`config.mk`:
```
export PLATFORM = sky130hd
export DESIGN_NAME = dfg_guard
export DESIGN_NICKNAME = d
export VERILOG_FILES = /design/src/dfg_guard.v
export VERILOG_INCLUDE_DIRS = /design/src
export SDC_FILE = /design/constraint.sdc
export NUM_CORES = 1
export LEC_CHECK = 0
export BUFFER_PORTS_ARGS = -buffer_cell sky130_fd_sc_hd__buf_2
export CAP_MARGIN = 30
export CORE_AREA = 2 2 207 209
export CTS_CLUSTER_DIAMETER = 150
export CTS_CLUSTER_SIZE = 14
export DETAILED_ROUTE_END_ITERATION = 6
export DIE_AREA = 0 0 209 211
export GPL_TIMING_DRIVEN = 0
export PLACE_DENSITY = 0.46
export SLEW_MARGIN = 5
export SYNTH_ARGS = -nofsm -noshare
export SYNTH_HDL_FRONTEND = slang
export SYNTH_SLANG_ARGS = --single-unit
export TNS_END_PERCENT = 30
```
`constraint.sdc`:
```
create_clock -name clock -period 5.4 [get_ports clock]
set_clock_uncertainty 0.15 [all_clocks]
set_input_delay 0.54 -clock clock [delete_from_list [all_inputs] [get_ports clock]]
set_output_delay 0.54 -clock clock [all_outputs]
set_load 0.02 [all_outputs]
```
`src/dfg_defs.vh`:
```
// Constants for the debug and flash access guard.
`ifndef DFG_DEFS_VH
`define DFG_DEFS_VH

// Flash protection states.
`define DFG_PROT_OPEN      2'h0
`define DFG_PROT_LOCKED    2'h1
`define DFG_PROT_KILL      2'h2

// Flash operation codes.
`define DFG_OP_READ        2'h0
`define DFG_OP_WRITE       2'h1
`define DFG_OP_ERASE_ROW   2'h2
`define DFG_OP_ERASE_ALL   2'h3

// Source of a flash operation.
`define DFG_SRC_INTERNAL   1'h0
`define DFG_SRC_DEBUG      1'h1

// Controller states.
`define DFG_ST_LOAD        2'h0
`define DFG_ST_IDLE        2'h1
`define DFG_ST_BUSY        2'h2

// Pin synchroniser depth and stage positions.
`define DFG_SYNC_LEN       3
`define DFG_SYNC_S2        1
`define DFG_SYNC_S3        2

// Number of synchronised pins and their positions.
`define DFG_NPIN           3
`define DFG_PIN_SWCLK      0
`define DFG_PIN_SWDIO      1
`define DFG_PIN_TEST       2

// Reset values.
`define DFG_PIN_RST        3'h0
`define DFG_SYNC_RST       3'h0
`define DFG_BP_RST         4'h0
`define DFG_WP_RST         2'h0

`endif

```
`src/dfg_guard.v`:
```
// Debug and flash access guard: protection state, row protection, debug gating.
//
// Functional notes
// After a factory-fresh load the flash protection state is open, with no limit on debug access.
// Firmware may move open to protected, and in protected every debug access is refused; the code still lets a debug whole-flash erase through.
// Protected returns to open only after a whole-flash erase has completed.
// Firmware may move open to kill, and in kill every debug access is refused.
// In kill an erase asked for over the debug link is refused.
// Kill is permanent and no event leads out of it.
// Debug writes and row erases to write-protected rows and debug reads of read-protected rows are refused.
// Internal system-call flash requests are always carried out whatever the protection state.
// Debug comes up enabled unless stored otherwise and only a firmware strobe disables it.
// Once disabled, debug returns only after a whole erase, protection open and a firmware enable.
// The security lockout permanently shuts the debug link, the test pin and all debug access.
// The two-wire debug link is the only path for debug and programming requests.
// Four address breakpoint comparators and two data watchpoint comparators are provided.
// Protection, row settings, debug enable and lockout are reloaded from storage before access.
// A forbidden debug request gets an error answer and never reaches the flash.
`timescale 1ns/1ps
`include "dfg_defs.vh"

module dfg_guard #(
  parameter ROWS   = 8,
  parameter ROW_W  = 3,
  parameter DATA_W = 32,
  parameter AW     = 32,
  parameter NUM_BP = 4,
  parameter NUM_WP = 2
) (
  // Clock and reset
  input  wire                   clock,
  input  wire                   rst,
  // Nonvolatile image of the protection settings
  output reg                    nv_rd_q,
  input  wire                   nv_rd_valid,
  input  wire [1:0]             nv_prot_state,
  input  wire [ROWS-1:0]        nv_row_wprot,
  input  wire [ROWS-1:0]        nv_row_rprot,
  input  wire                   nv_dbg_en,
  input  wire                   nv_secure,
  output reg                    nv_wr_q,
  // Firmware controls
  input  wire                   fw_set_locked,
  input  wire                   fw_set_kill,
  input  wire                   fw_dbg_off,
  input  wire                   fw_dbg_on,
  input  wire                   fw_secure,
  input  wire                   fw_row_we,
  input  wire [ROWS-1:0]        fw_row_wprot,
  input  wire [ROWS-1:0]        fw_row_rprot,
  // Status; all but ready_q and erased_q also form the write image for the nonvolatile store
  output reg                    ready_q,
  output reg  [1:0]             prot_state_q,
  output reg  [ROWS-1:0]        row_wprot_q,
  output reg  [ROWS-1:0]        row_rprot_q,
  output reg                    dbg_en_q,
  output reg                    secure_q,
  output reg                    erased_q,
  // Internal system-call requests
  input  wire                   sys_req,
  input  wire [1:0]             sys_op,
  input  wire [ROW_W-1:0]       sys_row,
  input  wire [DATA_W-1:0]      sys_wdata,
  output reg                    sys_ack_q,
  // Requests decoded from the debug link
  input  wire                   dbg_req,
  input  wire [1:0]             dbg_op,
  input  wire [ROW_W-1:0]       dbg_row,
  input  wire [DATA_W-1:0]      dbg_wdata,
  output reg                    dbg_ack_q,
  output reg                    dbg_err_q,
  output reg  [DATA_W-1:0]      rdata_q,
  // Flash controller
  output reg                    fl_req_q,
  output reg  [1:0]             fl_op_q,
  output reg  [ROW_W-1:0]       fl_row_q,
  output reg  [DATA_W-1:0]      fl_wdata_q,
  output reg                    fl_src_q,
  input  wire                   fl_done,
  input  wire [DATA_W-1:0]      fl_rdata,
  // Debug and test pins
  input  wire                   swclk_pin,
  input  wire                   swdio_pin_i,
  output reg                    swdio_pin_o_q,
  output reg                    swdio_pin_oe_q,
  input  wire                   test_pin,
  // Debug core side of the link
  output reg                    core_swclk_q,
  output reg                    core_swdio_q,
  input  wire                   core_swdio_o,
  input  wire                   core_swdio_oe,
  output reg                    test_en_q,
  // Breakpoint and watchpoint comparators
  input  wire [NUM_BP*AW-1:0]   bp_addr,
  input  wire [NUM_BP-1:0]      bp_en,
  input  wire [NUM_WP*AW-1:0]   wp_addr,
  input  wire [NUM_WP-1:0]      wp_en,
  input  wire [AW-1:0]          cpu_pc,
  input  wire                   cpu_pc_valid,
  input  wire [AW-1:0]          cpu_daddr,
  input  wire                   cpu_dvalid,
  output reg  [NUM_BP-1:0]      bp_hit_q,
  output reg  [NUM_WP-1:0]      wp_hit_q,
  output reg                    halt_q
);

  reg  [1:0]              st_q;
  reg                     busy_dbg_q;
  reg                     busy_erase_all_q;
  reg  [`DFG_NPIN-1:0]    pin_q;
  wire [`DFG_NPIN-1:0]    pin_raw;
  wire                    link_open;
  wire                    dbg_deny;
  reg                     chg;

  assign pin_raw = {test_pin, swdio_pin_i, swclk_pin};

  // Every pin passes three flip-flops; the filtered level only moves when the
  // second and third stage agree, so one metastable sample never reaches the core.
  genvar gp;
  generate
    for (gp = 0; gp < `DFG_NPIN; gp = gp + 1) begin : g_pin
      reg [`DFG_SYNC_LEN-1:0] sync_q;
      always @(posedge clock) begin
        if (rst) begin
          sync_q <= `DFG_SYNC_RST;
          pin_q[gp] <= 1'b0;
        end else begin
          sync_q <= {sync_q[`DFG_SYNC_LEN-2:0], pin_raw[gp]};
          if (sync_q[`DFG_SYNC_S2] == sync_q[`DFG_SYNC_S3]) begin
            pin_q[gp] <= sync_q[`DFG_SYNC_S3];
          end
        end
      end
    end
  endgenerate

  // The link stays shut until the stored settings are loaded.
  assign link_open = ready_q & dbg_en_q & ~secure_q;  // see see

  // Permission check for a request arriving from the debug link.
  assign dbg_deny = ~link_open
                  | (prot_state_q == `DFG_PROT_KILL)                        // see
                  | ((prot_state_q == `DFG_PROT_LOCKED)
                     & (dbg_op != `DFG_OP_ERASE_ALL))
                  | ((dbg_op == `DFG_OP_READ) & row_rprot_q[dbg_row])
                  | (((dbg_op == `DFG_OP_WRITE) | (dbg_op == `DFG_OP_ERASE_ROW))
                     & row_wprot_q[dbg_row]);

  // The store is rewritten in the cycle after any stored setting changes.
  always @* begin
    chg = 1'b0;
    if ((st_q == `DFG_ST_BUSY) && fl_done && busy_erase_all_q
        && (prot_state_q == `DFG_PROT_LOCKED)) begin
      chg = 1'b1;
    end
    if (ready_q && (((prot_state_q == `DFG_PROT_OPEN) && (st_q != `DFG_ST_BUSY)
                     && (fw_set_kill || fw_set_locked))
                    || (fw_row_we && (st_q != `DFG_ST_BUSY)) || fw_dbg_off
                    || (fw_dbg_on && erased_q && (prot_state_q == `DFG_PROT_OPEN))
                    || (fw_secure && !secure_q))) begin
      chg = 1'b1;
    end
  end

  // Link and test pins are gated each cycle, so a lockout shuts them one clock after secure_q sets.
  always @(posedge clock) begin
    if (rst) begin
      core_swclk_q   <= 1'b0;
      core_swdio_q   <= 1'b0;
      swdio_pin_o_q  <= 1'b0;
      swdio_pin_oe_q <= 1'b0;
      test_en_q      <= 1'b0;
    end else begin
      core_swclk_q   <= link_open & pin_q[`DFG_PIN_SWCLK];
      core_swdio_q   <= link_open & pin_q[`DFG_PIN_SWDIO];
      swdio_pin_o_q  <= link_open & core_swdio_o;
      swdio_pin_oe_q <= link_open & core_swdio_oe;
      test_en_q      <= ready_q & ~secure_q & pin_q[`DFG_PIN_TEST];
    end
  end

  // Comparators; a hit halts the core only while debug is allowed.
  genvar gb;
  generate
    for (gb = 0; gb < NUM_BP; gb = gb + 1) begin : g_bp
      always @(posedge clock) begin
        if (rst) begin
          bp_hit_q[gb] <= 1'b0;
        end else begin
          bp_hit_q[gb] <= link_open & bp_en[gb] & cpu_pc_valid
                          & (cpu_pc == bp_addr[gb*AW +: AW]);
        end
      end
    end
    for (gb = 0; gb < NUM_WP; gb = gb + 1) begin : g_wp
      always @(posedge clock) begin
        if (rst) begin
          wp_hit_q[gb] <= 1'b0;
        end else begin
          wp_hit_q[gb] <= link_open & wp_en[gb] & cpu_dvalid
                          & (cpu_daddr == wp_addr[gb*AW +: AW]);
        end
      end
    end
  endgenerate

  always @(posedge clock) begin
    if (rst) begin
      halt_q <= 1'b0;
    end else begin
      halt_q <= (|bp_hit_q) | (|wp_hit_q);
    end
  end

  // Main controller: load, arbitration, protection state.
  always @(posedge clock) begin
    if (rst) begin
      st_q             <= `DFG_ST_LOAD;
      nv_rd_q          <= 1'b0;
      nv_wr_q          <= 1'b0;
      ready_q          <= 1'b0;
      prot_state_q     <= `DFG_PROT_OPEN;
      row_wprot_q      <= {ROWS{1'b0}};
      row_rprot_q      <= {ROWS{1'b0}};
      dbg_en_q         <= 1'b0;
      secure_q         <= 1'b1;
      erased_q         <= 1'b0;
      sys_ack_q        <= 1'b0;
      dbg_ack_q        <= 1'b0;
      dbg_err_q        <= 1'b0;
      rdata_q          <= {DATA_W{1'b0}};
      fl_req_q         <= 1'b0;
      fl_op_q          <= `DFG_OP_READ;
      fl_row_q         <= {ROW_W{1'b0}};
      fl_wdata_q       <= {DATA_W{1'b0}};
      fl_src_q         <= `DFG_SRC_INTERNAL;
      busy_dbg_q       <= 1'b0;
      busy_erase_all_q <= 1'b0;
    end else begin
      sys_ack_q <= 1'b0;
      dbg_ack_q <= 1'b0;
      dbg_err_q <= 1'b0;
      fl_req_q  <= 1'b0;
      nv_rd_q   <= 1'b0;
      case (st_q)
        `DFG_ST_LOAD: begin
          // Secure and disabled until the stored image arrives.
          nv_rd_q <= ~nv_rd_valid;
          if (nv_rd_valid) begin
            prot_state_q <= nv_prot_state;
            row_wprot_q  <= nv_row_wprot;
            row_rprot_q  <= nv_row_rprot;
            dbg_en_q     <= nv_dbg_en;
            secure_q     <= nv_secure;
            ready_q      <= 1'b1;
            st_q         <= `DFG_ST_IDLE;
          end
        end
        `DFG_ST_IDLE: begin
          if (sys_req) begin
            // Internal code wins arbitration and is never checked.
            fl_req_q   <= 1'b1;
            fl_op_q    <= sys_op;
            fl_row_q   <= sys_row;
            fl_wdata_q <= sys_wdata;
            fl_src_q   <= `DFG_SRC_INTERNAL;
            busy_dbg_q <= 1'b0;
            busy_erase_all_q <= (sys_op == `DFG_OP_ERASE_ALL);
            st_q       <= `DFG_ST_BUSY;
          end else if (dbg_req) begin
            if (dbg_deny) begin
              dbg_ack_q <= 1'b1;
              dbg_err_q <= 1'b1;
            end else begin
              fl_req_q   <= 1'b1;
              fl_op_q    <= dbg_op;
              fl_row_q   <= dbg_row;
              fl_wdata_q <= dbg_wdata;
              fl_src_q   <= `DFG_SRC_DEBUG;
              busy_dbg_q <= 1'b1;
              busy_erase_all_q <= (dbg_op == `DFG_OP_ERASE_ALL);
              st_q       <= `DFG_ST_BUSY;
            end
          end
        end
        `DFG_ST_BUSY: begin
          if (fl_done) begin
            rdata_q   <= fl_rdata;
            dbg_ack_q <= busy_dbg_q;
            sys_ack_q <= ~busy_dbg_q;
            st_q      <= `DFG_ST_IDLE;
            if (busy_erase_all_q) begin
              erased_q <= 1'b1;
              if (prot_state_q == `DFG_PROT_LOCKED) begin
                prot_state_q <= `DFG_PROT_OPEN;
                row_wprot_q  <= {ROWS{1'b0}};
                row_rprot_q  <= {ROWS{1'b0}};
              end
            end
          end
        end
        default: begin
          st_q <= `DFG_ST_LOAD;
        end
      endcase

      // Firmware strobes act only once loaded; kill never leaves.
      if (ready_q) begin
        if (prot_state_q == `DFG_PROT_OPEN && st_q != `DFG_ST_BUSY) begin
          if (fw_set_kill) begin
            prot_state_q <= `DFG_PROT_KILL;                                // see
          end else if (fw_set_locked) begin
            prot_state_q <= `DFG_PROT_LOCKED;
          end
        end
        if (fw_row_we && st_q != `DFG_ST_BUSY) begin
          row_wprot_q <= fw_row_wprot;
          row_rprot_q <= fw_row_rprot;
        end
        if (fw_dbg_off) begin
          dbg_en_q <= 1'b0;
          // An erase finishing in the same cycle still counts, so set wins.
          erased_q <= (st_q == `DFG_ST_BUSY) & fl_done & busy_erase_all_q;
        end else if (fw_dbg_on && erased_q && prot_state_q == `DFG_PROT_OPEN) begin
          dbg_en_q <= 1'b1;
        end
        if (fw_secure && !secure_q) begin
          secure_q <= 1'b1;
        end
      end
      nv_wr_q <= chg;
    end
  end

endmodule // dfg_guard

```
Word level (Yosys, flattened, before mapping) --
Cells that the tools add are included.
Word-level totals: logic and storage cells 209, register bits after elaboration 125, output and inout port bits 110
Operators by class: reductions and logical operators 29, order comparisons 1, multiplexer cells 72, eq/ne operators 24, bitwise operators 45
Operators by type and width (number):
- equality test 32 bit | 6
- 2-to-1 mux 32 bit | 3
- 2-to-1 mux 8 bit | 12
- 2-to-1 mux 2 bit | 16
- one-hot mux 8 bit (2 select lines) | 2
- bitwise AND 1 bit | 31
- 2-to-1 mux 1 bit | 31
- equality test 2 bit (second input constant) | 5
- logical AND 1 bit | 10
- inequality test 2 bit (second input constant) | 5
- 2-to-1 mux 3 bit | 3
- inverter 1 bit | 8
- binary-select mux 1 bit (select 3 bit) | 2
- equality test 2 x 1 -> 1 bit (second input constant) | 3
- logical NOT 2 bit | 3
- inequality test 3 bit (second input constant) | 2
- bitwise OR 1 bit | 6
- one-hot mux 2 bit (3 select lines) | 1
- OR reduction 2 bit | 3
- logical OR 1 bit | 5
- < comparator 3 x 4 -> 1 bit (second input constant) | 1
- one-hot mux 2 bit (2 select lines) | 1
- AND reduction 2 bit | 2
- AND reduction 4 bit | 1
- 7 further kinds | 9

Depth between registers and ports, before layout --
Gate-level depths: netlist of the first run.
word-level depth 11, mapped depth 9, mapped depth without buffers 7

Worst setup path before layout of the first run --
OpenSTA, ideal clock, no wires.
path type input port to flip-flop, start input dbg_row[0], end register busy_erase_all_q, stages on the path 8, library setup time 0.143 ns, path slack 2.851 ns, path buffers 3, data arrival time 2.256 ns, cell sequence buf_4 > mux4_2 > a2bb2oi_2 > a2111oi_4 > or2_1 > buf_4 > buf_6 > a211oi_2
On the way: cells in the longest elaborated chain, start to end 7, elaborated cells between the ends (all ways) 10
Ends and longest elaborated chain:
- start: declaration | line dfg_guard.v:68 | input wire [ROW_W-1:0] dbg_row,
- binary-select mux 1 bit (select 3 bit) | line dfg_guard.v:146 | | ((dbg_op == `DFG_OP_READ) & row_rprot_q[dbg_row])
- 2-to-1 mux 1 bit (implied by the code) | line dfg_guard.v:146
- bitwise AND 1 bit | line dfg_guard.v:146
- bitwise OR 1 bit | line dfg_guard.v:142 | assign dbg_deny = ~link_open
- bitwise OR 1 bit (*) | line dfg_guard.v:142
- inequality test 2 bit (no line) (*)
- AND reduction 3 bit (no line) (*)
- end signal: assignment | line dfg_guard.v:269 | busy_erase_all_q <= (sys_op == `DFG_OP_ERASE_ALL);
- end signal: assignment | line dfg_guard.v:282 | busy_erase_all_q <= (dbg_op == `DFG_OP_ERASE_ALL);
- end: declaration | line dfg_guard.v:109 | reg busy_erase_all_q;
Mark *: on every way between the ends. The rest lies on a longest branch, timed or not. The select of a mux whose other input is x is not followed. A chain may end at the register's enable or synchronous reset.

Worst setup path after layout of the first run --
start register ready_q, end register bp_hit_q[3]
On the way: cells in the longest elaborated chain, start to end 5
Ends and longest elaborated chain:
- start: declaration | line dfg_guard.v:52 | output reg ready_q,
- start signal: assignment | line dfg_guard.v:222 | ready_q <= 1'b0;
- start signal: assignment | line dfg_guard.v:256 | ready_q <= 1'b1;
- bitwise AND 1 bit (2 in a row) | line dfg_guard.v:139 | assign link_open = ready_q & dbg_en_q & ~secure_q;
- bitwise AND 1 bit (2 in a row) | line dfg_guard.v:191 | bp_hit_q[gb] <= link_open & bp_en[gb] & cpu_pc_valid
- bitwise AND 1 bit | line dfg_guard.v:192 | & (cpu_pc == bp_addr[gb*AW +: AW]);
- end signal: indexed assignment | line dfg_guard.v:191
- end: declaration | line dfg_guard.v:102 | output reg [NUM_BP-1:0] bp_hit_q,
Every way passes these cells.

==> impl_metrics.yaml, run 1 <==
timing:
  period_share: 0.541
  max_freq_mhz: 342
  fin_crit_ps: 2920
  worstMarginPinSlew_ps: 848
  hold_violations: 0
  max_slew_margin: 0.435
  setup_ws_ps: 2480
  setup_violations: 0
  setup_tns_ps: 0
  rsz0062_at_grt: "false"
  maxSlewViolCount: 0
global_route:
  grt_pass1_wl_um: 53200
  grt_pass1_vias: 8572
  grt_overflow: 0
  grt_usage: 0.165
  antenna_found_initial: 12
  grt_max_degree: 17
floorplan:
  ios: 533
  die_area_um2: 44100
  die_y_um: 211
  rows: 75
  core-area_um2: 41800
  die_w_um: 209
  start_util: 0.174
critical_path:
  cp_num_buf_inv: 0
  start_kind: "register"
  path_common_cell: "nor3_1"
  endpoint_kind: "register"
  crit_chain: "nor4bb_2, nand2_1, nor3_1, nand4_1, nor3_1"
  worstPathArrival_ps: 3060
  cp_slowest_stage_delay_ps: 690
  r2r-start: "ready_q"
  critical_path.top_delay_family: "simple AND/OR/NAND/NOR gates"
  crit_type: "register to register"
  critPathMaxFanout: 8
  cp_slowest_cell: "nor4bb_2"
  worstPathRequired_ps: 5540
  reg2reg_slack_ps: 2480
  reg2regPathDepth: 5
  reg2reg_to: "bp_hit_q[3]"
detailed_routing:
  num_vias: 8245
  firstDrtPassIters: 6
  viasPerCell: 4.29
  routed_wl_um: 37600
  wl_per_cell_um: 19.6
  dr.first_iter.drc_count: 447
  drc: 0
  ant_nets: 0
pwr:
  power_density_nw_per_um2: 283
  internal-power_uw: 2080
  cellLeakagePower_uw: 0.00505
  clockPowerShare: 0.340
  vdd_ir_drop_max_mv: 0.188
  p_switching_uw: 1070
  swShare: 0.340
  p_seq_frac: 0.344
  pwr-share-comb: 0.316
  power_uw: 3150
finish:
  layout_common_cells: "buf_2 (533), dfxtp_1 (125), xor2_1 (120)"
  mostFrequentLayoutCell: "buf_2"
  fin_area_um2: 11100
  nFillCells: 4666
  area_growth_pct: 53.4
  nets: 1794
  layoutNonFillerInstCount: 1920
  layout-drive-gt1-share: 0.422
hold_path:
  hp-class: "input pin to register"
  worstHoldEndpoint: "swdio_pin_o_q"
  min_from: "core_swdio_o"
  whs_path_depth: 2
synthesis:
  synthCells: 818
  synthTopCellsByArea: "dfxtp_1 (35%), xor2_1 (15%), xnor2_1 (8.7%)"
  synthFlopType: "dfxtp_1"
  synth_area_um2: 7250
  synth.distinct_cells: 45
  ys.warnings.count: 0
  synth_top_area_cell: "dfxtp_1"
  ys_async_sr_fraction: 0
  ys_ff_latch: 125
  synth_top_area_frac: 0.345
  synth_nets: 1246
  ys_seq_area_frac: 0.345
  syn_avg_cell_area_um2: 8.86
  synth_edf_count: 0
place:
  placed_cell_area_um2: 10600
  post-place-ws_ps: 1950
  dp_hpwl_um: 32600
  dpl.cell_count: 1886
  portBuffers: 528
  gp_congestion: 0.937
cts:
  htree_levels: 4
  post_cts_buffers: 0
  clk_pin_slew_ps: 60
  cts_buffer_depth: 2
  clkLatencyLatePin_ps: 430
  cts_tree: "yes"
  cts.sinks: 125
  cts-resized-gates: 0
  root_buffer: "clkbuf_16"
  ctsHoldBuffers: 0
  cts_buffers: 17
job:
  max_cap_viol_count: 0
run_status:
  status: "completed"
-- worst max-delay path by stage --
stage	startpoint	to	slack (ps)	depth (start not counted)
after floorplan	dbg_row[0]	busy_erase_all_q	2850	8
after global placement	rst	bp_hit_q[3]	710	6
after detailed placement	rst	bp_hit_q[3]	1950	6
after CTS	ready_q	bp_hit_q[3]	2250	5
after global routing	ready_q	bp_hit_q[3]	2270	5
final	ready_q	bp_hit_q[3]	2480	5
-- cells by family (layout without fill, tap and decap cells) --
kind of cell	count (synthesis)	in the layout	share of synthesized area
buf+inv	59	619	0.0349
fa+ha+maj	5	5	0.00863
xor+xnor	192	192	0.232
other cells	0	3	0
flops	125	125	0.345
compound gates	122	122	0.128
simple gates	272	272	0.186
mux	43	43	0.0647
-- power groups by stage --
stage	sequential [uW]	clock [uW]	combinational, uW
final	1090	1070	995
after global routing	1100	1150	1080
after CTS	1080	1100	1000
after detailed placement	1100	0	1000
after global placement	1100	0	999
after floorplan	1200	0	438
-- cells in the mapped netlist (all sizes together) (25+ instances only) --
master  number
dfxtp      125
xor2       120
nand2       80
xnor2       72
nor3        69
a211oi      41
a21oi       40
mux2i       39
clkbuf      37
nor4        31
nor2        26
nand4       25
-- per-layer routing --
| metal | vias to the layer above | GRT usage | part of all wire |
|---|---|---|---|
| li1 | 4009 | - | - |
| met1 | 3794 | 0.180 | 0.38 |
| met2 | 371 | 0.308 | 0.52 |
| met3 | 55 | 0.0439 | 0.070 |
| met4 | 16 | 0.0544 | 0.025 |
| met5 | - | 0 | 0.0027 |
-- worst register-to-register path, stage by stage (launching register included) --
cell and delay, ps:
dfxtp_1 490, nor4bb_2 690, nand2_1 340, nor3_1 580
nand4_1 160, nor3_1 370
-- sequential cells by signal, summed over array words and instances, names as in the netlist, 2 cells and up --
name	flops
fl_op_q	2
fl_row_q	3
fl_wdata_q	32
g_pin.sync_q	9
wp_hit_q	2
rdata_q	32
pin_q	3
bp_hit_q	4
st_q	2
prot_state_q	2
row_wprot_q	8
row_rprot_q	8
-- layout make-up --
cell class              instances  area, um^2  area share
repair buffers                529        2650       0.238
diodes                          3        7.51    0.000675
inverters                      10        37.5     0.00338
clock inverters                 7        65.1     0.00585
clock buffers                  24         472      0.0424
multi-input cells             634        4500       0.405
flip-flops and latches        125        2500       0.225
well taps                     539         674      0.0606
plain buffers                  49         215      0.0194
-- stage by stage --
stage | util | hold slack (ps)
after global placement | 0.253 | 274
after detailed placement | 0.253 | 279
final | 0.266 | 158
after floorplan | - | 264
after CTS | 0.266 | 131
after global routing | 0.266 | 158
No activity file was read; power rests on OpenSTA's default activity.
==> inputs of run 2 (changes only) <==
Settings changed: CORE_AREA 2 2 207 209 to 2 2 205 207, DIE_AREA 0 0 209 211 to 0 0 207 209, PLACE_DENSITY 0.46 to 0.47.
Clock period 5.4 ns to 3 ns, I/O delays scaled along.
==> impl_metrics.yaml, run 2 (synthesis gave the netlist of run 1 again) <==
finish:
  area_growth_pct: 62.3
  nFillCells: 4542
  regArea_um2: 2500
  final_core_util: 0.285
  fin_area_um2: 11800
  layout_common_cells: "buf_2 (532), dfxtp_1 (125), xor2_1 (120)"
  nets: 1857
  reg_top3: "fl_wdata_q x32, rdata_q x32, g_pin.sync_q x9"
  layout-drive-gt1-share: 0.406
  mostFrequentLayoutCell: "buf_2"
  multi_input_area_um2: 4500
job:
  max_cap_viol_count: 0
global_route:
  antenna_found_initial: 8
  grt_pass1_vias: 8796
  grt_overflow: 0
  grt_usage: 0.167
  grt_max_degree: 17
  grt_pass1_wl_um: 54100
detailed_routing:
  ant_nets: 0
  viasPerCell: 4.32
  num_vias: 8571
  drc: 5
  dr.first_iter.drc_count: 415
  wl_per_cell_um: 19.0
  routed_wl_um: 37600
  firstDrtPassIters: 7
timing:
  max_freq_mhz: 369
  setup_violations: 0
  hold_violations: 0
  maxSlewViolCount: 0
  fin_crit_ps: 2710
  rsz0062_at_grt: "false"
  max_slew_margin: 0.415
  period_share: 0.904
  worstMarginPinSlew_ps: 877
  holdWs_ps: 16.2
pwr:
  vdd_ir_drop_max_mv: 0.289
  internal-power_uw: 3780
  clockPowerShare: 0.338
  swShare: 0.343
  power_density_nw_per_um2: 488
  pwr-share-comb: 0.322
  p_switching_uw: 1970
  cellLeakagePower_uw: 0.00531
  p_seq_frac: 0.340
run_status:
  violations: "design-rule violations"
  status: "finished with violations"
cts:
  cts_buffer_depth: 2
  cts.sinks: 125
  clk_pin_slew_ps: 60
  clkLatencyLatePin_ps: 430
  root_buffer: "clkbuf_16"
  htree_levels: 4
  cts_buffers: 17
  cts_tree: "yes"
place:
  portBuffers: 528
  placed_cell_area_um2: 10600
  gp_congestion: 0.951
  dp_hpwl_um: 32400
critical_path:
  crit_chain: "nor4bb_2, buf_4, nand2_1, nor3_2, nand4_1, dlygate4sd3_1, nor3_1"
  critical_path.top_delay_family: "simple AND/OR/NAND/NOR gates"
  critPathMaxFanout: 8
  cp_slowest_cell: "dlygate4sd3_1"
  cp_num_buf_inv: 2
  worstPathRequired_ps: 3200
  reg2reg_slack_ps: 290
  crit_type: "register to register"
  endpoint_kind: "register"
  reg2reg_to: "bp_hit_q[3]"
  r2r-start: "ready_q"
  path_depth: 7
  reg2regPathDepth: 7
  start_kind: "register"
  cp_slowest_stage_delay_ps: 590
  worstSetupStartpoint: "ready_q"
  worstPathArrival_ps: 2910
  cp-endpoint: "bp_hit_q[3]"
floorplan:
  start_util: 0.176
  die_y_um: 209
  core-area_um2: 41300
  die_w_um: 207
  die_area_um2: 43300
  rows: 75
  ios: 533
hold_path:
  hp-class: "input pin to register"
## run 2: cell types whose count changed in the layout (fill, tap and decap cells not counted)
cell           delta
diode_2           -1
buf_2             -1
clkbuf_8          -1
nor3_1            -1
clkbuf_1          -2
clkinvlp_4        +1
dlygate4sd3_1    +63
clkinv_2          +1
buf_4             +1
nor3_2            +1
clkinv_4          +2
## run 2: cell type report
cell class | instances | area share
clock buffer | 21 | 0.0383
buffer | 49 | 0.0183
multi-input combinational | 634 | 0.383
inverter | 10 | 0.00319
sequential | 125 | 0.213
timing repair buffer | 592 | 0.279
tap | 539 | 0.0573
antenna | 2 | 0.000425
clock inverter | 11 | 0.00808
## run 2: worst register-to-register path, delay by kind of cell (launching register included)
family / cells / cell delay (ps)
buffers and inverters: 2 / 800
DFF: 1 / 460
and+or+nand+nor: 5 / 1220
## run 2: through the flow
| step | total power, uW | setup WS (ps) | std cells | TNS [ps] |
|---|---|---|---|---|
| floorplan | 2950 | 691 | 818 | 0 |
| detailed placement | 3780 | -25.6 | 1886 | -25.6 |
| global route | 6050 | 108 | 1983 | 0 |
| finish | 5750 | 287 | 1983 | 0 |
| CTS | 5820 | 42.4 | 1981 | 0 |
| global placement | 3770 | -1280 | 1885 | -3080 |
## run 2: power by group through the flow
stage	clock network, uW	registers [uW]	logic [uW]
2_1_floorplan	0	2160	789
3_3_place_gp	0	1980	1780
3_5_place_dp	0	1990	1790
4_1_cts	2010	1950	1860
5_1_grt	2080	1980	2000
6_report	1940	1960	1850
## run 2: timing repair
action | 4_1_cts | 5_1_grt
hold endpoints to repair | 58 | 0
gates resized for setup | 0 | 1
setup endpoints to repair | 0 | 1
buffers inserted | 0 | 0
hold buffers | 63 | 0
## run 2: worst min path at each step
stage	from	slack (ps)	end	cells past startpoint
finish	fw_row_rprot[1]	20	row_rprot_q[1]	3
global route	nv_row_wprot[1]	20	row_wprot_q[1]	3
CTS	fw_row_rprot[1]	0.09	row_rprot_q[1]	3
detailed placement	g_pin[1].sync_q[0]	280	g_pin[1].sync_q[1]	1
global placement	g_pin[1].sync_q[0]	270	g_pin[1].sync_q[1]	1
floorplan	fw_set_kill	250	prot_state_q[0]	1
## run 2: routing by layer
metal	share of wire	track usage
met4	0.025	0.0567
met2	0.52	0.311
met5	0.0013	0
met3	0.056	0.0394
met1	0.40	0.186
==> inputs of run 3 (changes only) <==
Settings changed: CORE_AREA 2 2 205 207 to 2 2 209 211, DIE_AREA 0 0 207 209 to 0 0 211 213, PLACE_DENSITY 0.47 to 0.45.
==> impl_metrics.yaml, run 3 (synthesis gave the netlist of run 1 again) <==
global_route:
  grt_pass1_vias: 8506
  antenna_found_initial: 3
  grt_max_degree: 17
  grt_pass1_wl_um: 53300
  grt_usage: 0.162
  grt_overflow: 0
cts:
  cts.sinks: 125
  cts_buffer_depth: 2
  clkLatencyLatePin_ps: 440
  clk_pin_slew_ps: 60
  post_cts_buffers: 0
  cts_buffers: 17
  htree_levels: 4
  cts_tree: "yes"
  root_buffer: "clkbuf_16"
floorplan:
  core-area_um2: 42700
  start_util: 0.170
  ios: 533
  die_y_um: 213
  die_area_um2: 44900
  die_w_um: 211
  rows: 76
finish:
  nFillCells: 4650
  layout_common_cells: "buf_2 (532), dfxtp_1 (125), xor2_1 (120)"
  reg_top3: "fl_wdata_q x32, rdata_q x32, g_pin.sync_q x9"
  mostFrequentLayoutCell: "buf_2"
  area_growth_pct: 64.7
  layout-drive-gt1-share: 0.407
  nets: 1861
detailed_routing:
  ant_nets: 0
  num_vias: 8404
  viasPerCell: 4.22
  drc: 14
  wl_per_cell_um: 19.0
  firstDrtPassIters: 7
  dr.first_iter.drc_count: 439
  routed_wl_um: 37800
pwr:
  power_density_nw_per_um2: 518
  cellLeakagePower_uw: 0.00538
  power_uw: 6190
  vdd_ir_drop_max_mv: 0.285
critical_path:
  cp_slowest_cell: "dlygate4sd3_1"
  endpoint_kind: "register"
  path_common_cell: "nor2_1"
  cp_num_buf_inv: 3
  start_kind: "register"
  critPathMaxFanout: 10
  cp_slowest_stage_delay_ps: 570
  crit_type: "register to register"
  worstPathRequired_ps: 3170
  worstPathArrival_ps: 2980
  critical_path.top_delay_family: "buffers and inverters"
  crit_chain: "inv_1, ha_1, clkbuf_1, nor2_1, nor2_1, nand2_1, a222oi_1, nor3_1, dlygate4sd3_1"
timing:
  maxSlewViolCount: 0
  rsz0062_at_grt: "false"
  setup_ws_ps: 196
  setup_tns_ps: 0
  worstMarginPinSlew_ps: 845
  max_slew_margin: 0.437
  period_share: 0.935
  setup_violations: 0
  hold_violations: 0
  fin_crit_ps: 2800
  max_freq_mhz: 357
run_status:
  status: "finished with violations"
  violations: "design-rule violations"
hold_path:
  hp-class: "input pin to register"
place:
  portBuffers: 528
  post-place-ws_ps: -286
  dp_hpwl_um: 32400
  gp_congestion: 0.955
job:
  max_cap_viol_count: 0
==> run 3: timing repair <==
action	in CTS	in global routing
endpoints found under the hold margin	61	0
endpoints found under the setup margin	1	0
hold buffers	67	0
resized for setup	2	0
==> run 3: final cells by class <==
cell class	instances	area [um^2]	area share
antenna	1	2.50	0.000210
sequential	125	2500	0.210
tap	546	683	0.0572
buffer	49	215	0.0180
clock inverter	10	184	0.0154
clock buffer	22	484	0.0406
timing repair buffer	596	3320	0.278
inverter	10	37.5	0.00314
multi-input combinational	634	4510	0.378
==> run 3: tightest hold or removal path: cells and delay by family <==
kind / cells / cell delay [ps]
compound gates: 1 / 70
buf+inv: 1 / 80
simple gates: 1 / 120
==> run 3: worst paths after layout <==
path,end,startpoint,slack (ps),cells after the start
min,row_wprot_q[0],nv_row_wprot[0],30,3
min reg2reg,g_pin[2].sync_q[1],g_pin[2].sync_q[0],290,1
max,row_rprot_q[3],st_q[0],200,9
max reg2reg,row_rprot_q[3],st_q[0],200,9
==> run 3: report_power, final <==
group / switching, uW / internal (uW) / leakage [uW]
clock network: 802 / 1560 / 0.000322
logic: 1080 / 794 / 0.00404
registers: 118 / 1840 / 0.00102
total: 2000 / 4190 / 0.00538
==> run 3: metal layers <==
metal / GRT usage / wire, um / up-vias
li1: - / - / 4153
met1: 0.185 / 15400 / 3869
met2: 0.298 / 19400 / 340
met3: 0.0377 / 2150 / 38
met4: 0.0542 / 822 / 4
met5: 0 / 27 / -
==> run 3: per-stage QoR <==
stage	hold slack [ps]	area [um^2]	utilization	std cells
4_1_cts	3.15	11900	0.280	1992
2_1_floorplan	250	7250	-	818
3_5_place_dp	279	10600	0.248	1893
6_report	29.5	11900	0.280	1993
5_1_grt	9.35	11900	0.280	1993
3_3_place_gp	278	10600	0.248	1892
